[config.mk]
export PLATFORM = sky130hd
export DESIGN_NAME = idcr_regs
export DESIGN_NICKNAME = d
export VERILOG_FILES = /design/src/logic/idcr_regs.v
export VERILOG_INCLUDE_DIRS = /design/src /design/src/shared
export SDC_FILE = /design/constraint.sdc
export NUM_CORES = 1
export LEC_CHECK = 0
export BUFFER_PORTS_ARGS = -buffer_cell sky130_fd_sc_hd__buf_4
export CAP_MARGIN = 20
export CORE_MARGIN = 10
export CORE_UTILIZATION = 50
export CTS_CLUSTER_SIZE = 24
export DETAILED_ROUTE_END_ITERATION = 16
export PLACE_DENSITY = 0.77
export SLEW_MARGIN = 40
export SYNTH_ARGS = -nofsm -noshare
export SYNTH_HDL_FRONTEND = slang
export SYNTH_SLANG_ARGS = --single-unit
export TNS_END_PERCENT = 10
[constraint.sdc]
create_clock -name clk -period 5.2 [get_ports clk]
set_clock_uncertainty 0.1 [all_clocks]
set_input_delay 0.26 -clock clk [delete_from_list [all_inputs] [get_ports clk]]
set_output_delay 0.26 -clock clk [all_outputs]
set_load 0.03 [all_outputs]
[src/shared/idcr_consts.vh]
`ifndef IDCR_CONSTS_VH
`define IDCR_CONSTS_VH

// ****************************************************
// Register indices; the byte address is four times the index.
// ****************************************************
`define IDCR_ADDR_W 8
`define IDCR_IDX_TF0 8'hc6
`define IDCR_IDX_TF1 8'hc7
`define IDCR_IDX_TF2 8'hc8
`define IDCR_IDX_TF3 8'hc9
`define IDCR_IDX_DA0 8'hca
`define IDCR_IDX_DA1 8'hcb
`define IDCR_IDX_DA2 8'hcc
`define IDCR_IDX_DA3 8'hcd
`define IDCR_IDX_DW0 8'hce
`define IDCR_IDX_DW1 8'hcf
`define IDCR_IDX_PAUSE 8'hd3
`define IDCR_IDX_STOP 8'hd4

// ****************************************************
// Field layout and reset values.
// ****************************************************
`define IDCR_BYTE_RST 8'h00
`define IDCR_DW1_MASK 8'h1f
`define IDCR_DW1_W 5
`define IDCR_WIDTH_W 13
`define IDCR_CTRL_BIT 0
`define IDCR_WORD_ZERO 32'h0000_0000
`define IDCR_BYTE_LANE 0

// ****************************************************
// Bus handshake states.
// ****************************************************
`define IDCR_ST_IDLE 2'h0
`define IDCR_ST_ANSWER 2'h1
`define IDCR_ST_DONE 2'h2

`endif

[src/logic/idcr_regs.v]
`timescale 1ns/1ps
`include "idcr_consts.vh"

module idcr_regs
(
   input wire clk,
   input wire nrst,
   input wire ce,
   input wire [`IDCR_ADDR_W-1:0] avs_address,
   input wire avs_read,
   input wire avs_write,
   input wire [31:0] avs_writedata,
   input wire [3:0] avs_byteenable,
   output reg [31:0] avs_readdata,
   output reg avs_waitrequest,
   input wire dec_start,
   input wire dec_is_video,
   input wire video_done,
   output reg [31:0] xfer_count,
   output reg [31:0] dest_start_address,
   output reg [`IDCR_WIDTH_W-1:0] dest_image_width,
   output reg still_active,
   output reg video_active,
   output reg video_paused,
   output reg video_stop
);

   // ****************************************************
   // Reset release.
   // ****************************************************
   reg rst_meta_r;
   reg rst_n_r;

   always @(posedge clk or negedge nrst)
   begin
      if (!nrst)
      begin
         rst_meta_r <= 1'b0;
         rst_n_r <= 1'b0;
      end
      else
      begin
         rst_meta_r <= 1'b1;
         rst_n_r <= rst_meta_r;
      end
   end

   // ****************************************************
   // Helpers.
   // ****************************************************
   function [7:0] merge_byte;
      input [7:0] old_val;
      input lane_en;
      input [7:0] new_val;
      begin
         merge_byte = lane_en ? new_val : old_val;
      end
   endfunction

   function hit;
      input [`IDCR_ADDR_W-1:0] addr;
      input [`IDCR_ADDR_W-1:0] idx;
      begin
         hit = (addr == idx);
      end
   endfunction

   // ****************************************************
   // Register storage.
   // ****************************************************
   reg [7:0] tf0_r;
   reg [7:0] tf1_r;
   reg [7:0] tf2_r;
   reg [7:0] tf3_r;
   reg [7:0] da0_r;
   reg [7:0] da1_r;
   reg [7:0] da2_r;
   reg [7:0] da3_r;
   reg [7:0] dw0_r;
   reg [`IDCR_DW1_W-1:0] dw1_r;
   reg pause_r;
   reg stop_r;
   reg [1:0] st_r;
   reg [1:0] st_nxt;
   reg [31:0] rdata_nxt;
   wire lane0;
   wire commit_wr;
   wire [7:0] wbyte;

   localparam [1:0] ST_IDLE = `IDCR_ST_IDLE;
   localparam [1:0] ST_ANSWER = `IDCR_ST_ANSWER;
   localparam [1:0] ST_DONE = `IDCR_ST_DONE;

   assign lane0 = avs_byteenable[`IDCR_BYTE_LANE];
   assign wbyte = avs_writedata[7:0];
   // A write lands only at the edge where the master sees waitrequest low.
   assign commit_wr = ce && avs_write && !avs_read && (st_r == ST_ANSWER);

   // ****************************************************
   // Bus handshake: one wait cycle, then the answer.
   // ****************************************************
   always @*
   begin
      st_nxt = st_r;
      case (st_r)
         ST_IDLE:
         begin
            if (avs_read || avs_write)
               st_nxt = ST_ANSWER;
         end
         ST_ANSWER:
         begin
            st_nxt = ST_DONE;
         end
         ST_DONE:
         begin
            st_nxt = ST_IDLE;
         end
         default:
         begin
            st_nxt = ST_IDLE;
         end
      endcase
   end

   // Unmapped indices read as zero and swallow writes.
   always @*
   begin
      rdata_nxt = `IDCR_WORD_ZERO;
      if (hit(avs_address, `IDCR_IDX_TF0))
         rdata_nxt[7:0] = tf0_r;
      else if (hit(avs_address, `IDCR_IDX_TF1))
         rdata_nxt[7:0] = tf1_r;
      else if (hit(avs_address, `IDCR_IDX_TF2))
         rdata_nxt[7:0] = tf2_r;
      else if (hit(avs_address, `IDCR_IDX_TF3))
         rdata_nxt[7:0] = tf3_r;
      else if (hit(avs_address, `IDCR_IDX_DA0))
         rdata_nxt[7:0] = da0_r;
      else if (hit(avs_address, `IDCR_IDX_DA1))
         rdata_nxt[7:0] = da1_r;
      else if (hit(avs_address, `IDCR_IDX_DA2))
         rdata_nxt[7:0] = da2_r;
      else if (hit(avs_address, `IDCR_IDX_DA3))
         rdata_nxt[7:0] = da3_r;
      else if (hit(avs_address, `IDCR_IDX_DW0))
         rdata_nxt[7:0] = dw0_r;
      else if (hit(avs_address, `IDCR_IDX_DW1))
         rdata_nxt[`IDCR_DW1_W-1:0] = dw1_r;
      else if (hit(avs_address, `IDCR_IDX_PAUSE))
         rdata_nxt[`IDCR_CTRL_BIT] = pause_r;
      else if (hit(avs_address, `IDCR_IDX_STOP))
         rdata_nxt[`IDCR_CTRL_BIT] = stop_r;
   end

   always @(posedge clk or negedge rst_n_r)
   begin
      if (!rst_n_r)
      begin
         st_r <= ST_IDLE;
         avs_waitrequest <= 1'b1;
         avs_readdata <= `IDCR_WORD_ZERO;
      end
      else if (ce)
      begin
         st_r <= st_nxt;
         // Keep ce high through a transfer: waitrequest is a flop and would hold low while frozen.
         avs_waitrequest <= (st_nxt != ST_ANSWER);
         if (st_nxt == ST_ANSWER)
            avs_readdata <= rdata_nxt;
      end
   end

   // ****************************************************
   // Byte registers.
   // ****************************************************
   always @(posedge clk or negedge rst_n_r)
   begin
      if (!rst_n_r)
      begin
         tf0_r <= `IDCR_BYTE_RST;
         tf1_r <= `IDCR_BYTE_RST;
         tf2_r <= `IDCR_BYTE_RST;
         tf3_r <= `IDCR_BYTE_RST;
         da0_r <= `IDCR_BYTE_RST;
         da1_r <= `IDCR_BYTE_RST;
         da2_r <= `IDCR_BYTE_RST;
         da3_r <= `IDCR_BYTE_RST;
         dw0_r <= `IDCR_BYTE_RST;
         dw1_r <= {`IDCR_DW1_W{1'b0}};
      end
      else if (commit_wr)
      begin
         if (hit(avs_address, `IDCR_IDX_TF0))
            tf0_r <= merge_byte(tf0_r, lane0, wbyte);
         else if (hit(avs_address, `IDCR_IDX_TF1))
            tf1_r <= merge_byte(tf1_r, lane0, wbyte);
         else if (hit(avs_address, `IDCR_IDX_TF2))
            tf2_r <= merge_byte(tf2_r, lane0, wbyte);
         else if (hit(avs_address, `IDCR_IDX_TF3))
            tf3_r <= merge_byte(tf3_r, lane0, wbyte);
         else if (hit(avs_address, `IDCR_IDX_DA0))
            da0_r <= merge_byte(da0_r, lane0, wbyte);
         else if (hit(avs_address, `IDCR_IDX_DA1))
            da1_r <= merge_byte(da1_r, lane0, wbyte);
         else if (hit(avs_address, `IDCR_IDX_DA2))
            da2_r <= merge_byte(da2_r, lane0, wbyte);
         else if (hit(avs_address, `IDCR_IDX_DA3))
            da3_r <= merge_byte(da3_r, lane0, wbyte);
         else if (hit(avs_address, `IDCR_IDX_DW0))
            dw0_r <= merge_byte(dw0_r, lane0, wbyte);
         else if (hit(avs_address, `IDCR_IDX_DW1) && lane0)
            dw1_r <= wbyte[`IDCR_DW1_W-1:0];
      end
   end

   // ****************************************************
   // Video controls.
   // ****************************************************
   wire pause_wr;
   wire stop_wr;
   wire video_start;

   assign pause_wr = commit_wr && lane0 && hit(avs_address, `IDCR_IDX_PAUSE);
   assign stop_wr = commit_wr && lane0 && hit(avs_address, `IDCR_IDX_STOP) && wbyte[`IDCR_CTRL_BIT];
   assign video_start = ce && dec_start && dec_is_video;

   always @(posedge clk or negedge rst_n_r)
   begin
      if (!rst_n_r)
      begin
         pause_r <= 1'b0;
         stop_r <= 1'b0;
      end
      else if (ce)
      begin
         // Pause is a stored level that stop clears, so software can arm it before playback.
         if (pause_wr)
            pause_r <= wbyte[`IDCR_CTRL_BIT];
         else if (stop_r)
            pause_r <= 1'b0;
         // Stop is held for one cycle only; a written zero changes nothing.
         if (stop_wr)
            stop_r <= 1'b1;
         else
            stop_r <= 1'b0;
      end
   end

   // ****************************************************
   // Decode session and outputs.
   // ****************************************************
   always @(posedge clk or negedge rst_n_r)
   begin
      if (!rst_n_r)
      begin
         xfer_count <= `IDCR_WORD_ZERO;
         dest_start_address <= `IDCR_WORD_ZERO;
         dest_image_width <= {`IDCR_WIDTH_W{1'b0}};
         still_active <= 1'b0;
         video_active <= 1'b0;
         video_paused <= 1'b0;
         video_stop <= 1'b0;
      end
      else if (ce)
      begin
         // The values are sampled once at the start, so later partial writes are harmless.
         if (dec_start)
         begin
            xfer_count <= {tf3_r, tf2_r, tf1_r, tf0_r};
            if (dec_is_video)
            begin
               dest_start_address <= `IDCR_WORD_ZERO;
               dest_image_width <= {`IDCR_WIDTH_W{1'b0}};
            end
            else
            begin
               dest_start_address <= {da3_r, da2_r, da1_r, da0_r};
               dest_image_width <= {dw1_r, dw0_r};
            end
         end
         still_active <= dec_start ? !dec_is_video : (still_active && !video_done);
         if (stop_r)
            video_active <= 1'b0;
         else if (video_start)
            video_active <= 1'b1;
         else if (video_done)
            video_active <= 1'b0;
         video_paused <= pause_r && !stop_r;
         video_stop <= stop_r;
      end
   end

endmodule // idcr_regs

==> impl_results.md <==
* # rows at between 40 and 50
* Post-Syn Instances at roughly 670
* Synth top area share at around 53%
* Die Wd at 147.4 um
* Seq/Total Area, Yosys at 53.40%
* CP endpoint kind: flip-flop
* CTS clk-pin slew, worst paths at around 60 ps
* Final TNS setup at 0 ps
* Syn avg cell area at ~12 um2
* HPWL after detailed placement at ~15,000 um
* CTS tree: built
* Power density cells at slightly above 300 mW/mm2
* Sequential Power Share at approximately 48%
* Clk_lat worst skew at roughly 430 ps
* Global-route total usage across every layer at approximately a fifth
* Detail Route Antenna Nets at 0
* Met2 wire length at between 9000 and 10,000 um
* Num ports at 166
* Final setup viols at 0
* Internal power at 2224 uW
* Library cells used by synthesis at 59
* Period minus WS final at around 2200 ps
* Final Max Slew Viols at 0
* Initial Utilization at approximately 50%
* Crit share post-route at between 40% and 50%
* Relative slew slack at roughly 46%
* First-pass GRT wire length at approximately 33,000 um
* Unrepaired setup endpoints after global routing: no
* Avg Vias per Cell at around 5.5
* Top Metal Used: met4
* Synth async-reset ratio at between 90% and 100%
* Inst Count DP at approximately 960
* First-pass DRT Iterations at 5
* Reg-to-reg endpoint: da0_r[4]
* Starting DRT DRC Count at 360
* Post-Syn Area at 0.008109 mm2
* Post-synth top area cell: dfrtp_1
* Die area at 0.02171 mm2
* Yosys synthesis warning count at 0
* Share of cells above drive strength 1 at 36.87%
* Die span in y at between 100 and 150 um
* Wire length per cell at 20.55 um
* Number of synthesized register bits at 173
* Metal3 WL at 1592 um
* Area of the multi-input gates at roughly 0.0035 mm2
* Final hold violation count at 0
* Logic pwr share at 9.1%
* FF-to-FF Start: st_r[1]
* Achievable Freq at roughly 450 MHz
* Drt drc at 0
* Final Wtd Congestion at about 0.87
* Worst-case clock buffer depth at 2
* Hold crit path type: input pin to async pin
* Commonest non-fill, non-tap cell in the layout: dfrtp_1
* Clock power share at around 44%
* Fill cells at 1,289
* Worst Path Required at ~5400 ps
* P_leak at between 0.004 and 0.005 uW
* Initial antenna violation count at 0
* Number of enable flip-flop cells after synthesis at 0
* R2R depth at 5
* Ant diodes at 0
* Worst EP arrival at 2420 ps
* Kind of critical path: flip-flop to flip-flop
* CP max FO at 8
* Switching Share at ~25%
* Worst-margin pin slew at just over 800 ps
* Reg area at 0.004334 mm2
* Largest net degree at the start of global routing at 124
* CP Launch Type: flip-flop
* H-Tree Level Count at 4
* Sw power at about 720 uW
* Post-CTS Setup Bufs at 0
* Core area at between 0.015 and 0.02 mm2
* Most used DFF post-synth: dfrtp_1
* CTS root buf: clkbuf_16
* Wl on met1 at around 9100 um
* Grt ovf at 0
* Most frequent cells in the layout: dfrtp_1, buf_4, nand2_1, o21ai_0, mux2_2
* Max_cap viols at 0
* CTS sink count at around 170
* CTS buffer count at 17
* Synth top area cells: dfrtp_1, mux2_4, mux2_2
* Outcome: completed
* Peak VDD IR at around 0.00021 V
* Number of global-route vias before repair at 5,700
* Final wirelength at 20,330 um
* Area Growth Syn to Fin at 18.73%
* Cell Count, Final, Fillers Out at a little under 1,000
* DR vias at between 5,000 and 6,000
* Layout Nets at around 800
* R2R Setup Slk at between 2000 and 3000 ps
* Buffers on Ports at between 100 and 150
[registers in the layout, indices dropped and copies added, names as in the netlist, 2 cells and up]
| register | cells |
|---|---|
| tf3_r | 8 |
| da2_r | 8 |
| st_r | 2 |
| xfer_count | 32 |
| da0_r | 8 |
| avs_readdata | 8 |
| dw1_r | 5 |
| dw0_r | 8 |
| tf1_r | 8 |
| da1_r | 8 |
| dest_start_address | 32 |
| tf0_r | 8 |
| dest_image_width | 13 |
| tf2_r | 8 |
| da3_r | 8 |
[power groups by stage]
| stage | registers (uW) | clock network [uW] | logic [uW] |
|---|---|---|---|
| floorplan | 1470 | 0 | 141 |
| global placement | 1430 | 0 | 251 |
| detailed placement | 1420 | 0 | 267 |
| CTS | 1400 | 1300 | 269 |
| global route | 1400 | 1360 | 290 |
| finish | 1400 | 1280 | 268 |
[per-stage QoR]
stage	cell area (um2)	hold WS (ps)	power, uW	utilization (%)	worst slack (ps)
floorplan	8197	-135.6	1608	-	2242
global placement	8976	-56.64	1679	56.51	2663
detailed placement	9019	-57.07	1689	56.77	2634
CTS	9625	42.99	2969	60.59	2977
global route	9628	66.63	3053	60.61	2869
finish	9628	49.01	2949	60.61	2998
[timing repair]
action,4_1_cts,5_1_grt
gates resized for setup,0,0
setup endpoints to repair,0,0
hold buffers,1,0
hold endpoints to repair,2,0
[cells in the mapped netlist (all sizes together), types with 5 or more instances]
master,instances
inv,8
nor3,6
nand2,71
a21oi,13
o21ai,63
buf,46
o211ai,5
a31oi,5
mux2,114
clkbuf,19
dfrtp,172
a211oi,5
nand3,15
nor2,10
nand2b,51
[final cells by class]
type | count | share of cell area [%]
clock buffer | 23 | 4.756
tap | 216 | 2.807
timing repair buffer | 118 | 9.526
multi-input combinational | 442 | 36.14
clock inverter | 9 | 1.442
sequential | 173 | 45.02
inverter | 8 | 0.3119
[critical path, cell delays in order, from the launching register on]
cell and delay (ps):
dfrtp_1 390, nand3b_2 250, nor3_4 530, buf_6 240
nand3_2 220, mux2_2 350
[routing by layer]
layer,vias up,track usage (%)
met2,183,29.13
met5,-,0
met1,2702,24.61
li1,2482,-
met3,30,6.972
met4,0,5.600
[cell families after synthesis]
| logic type | Yosys count | synth area share (%) |
|---|---|---|
| mux | 121 | 19.75 |
| flops | 173 | 53.40 |
| compound gates | 116 | 8.641 |
| simple gates | 180 | 13.10 |
| buf+inv | 73 | 5.015 |
| other cells | 2 | 0.09261 |
[how the worst max path moves through the flow]
stage	start	cells after the start	end
2_1_floorplan	rst_n_r	0	avs_readdata[0]
3_3_place_gp	avs_address[1]	6	avs_readdata[0]
3_5_place_dp	avs_address[1]	6	avs_readdata[0]
4_1_cts	st_r[1]	5	da0_r[4]
5_1_grt	st_r[1]	5	da0_r[4]
6_report	st_r[1]	5	da0_r[4]
Note: power is estimated with default switching activity, not from simulation.
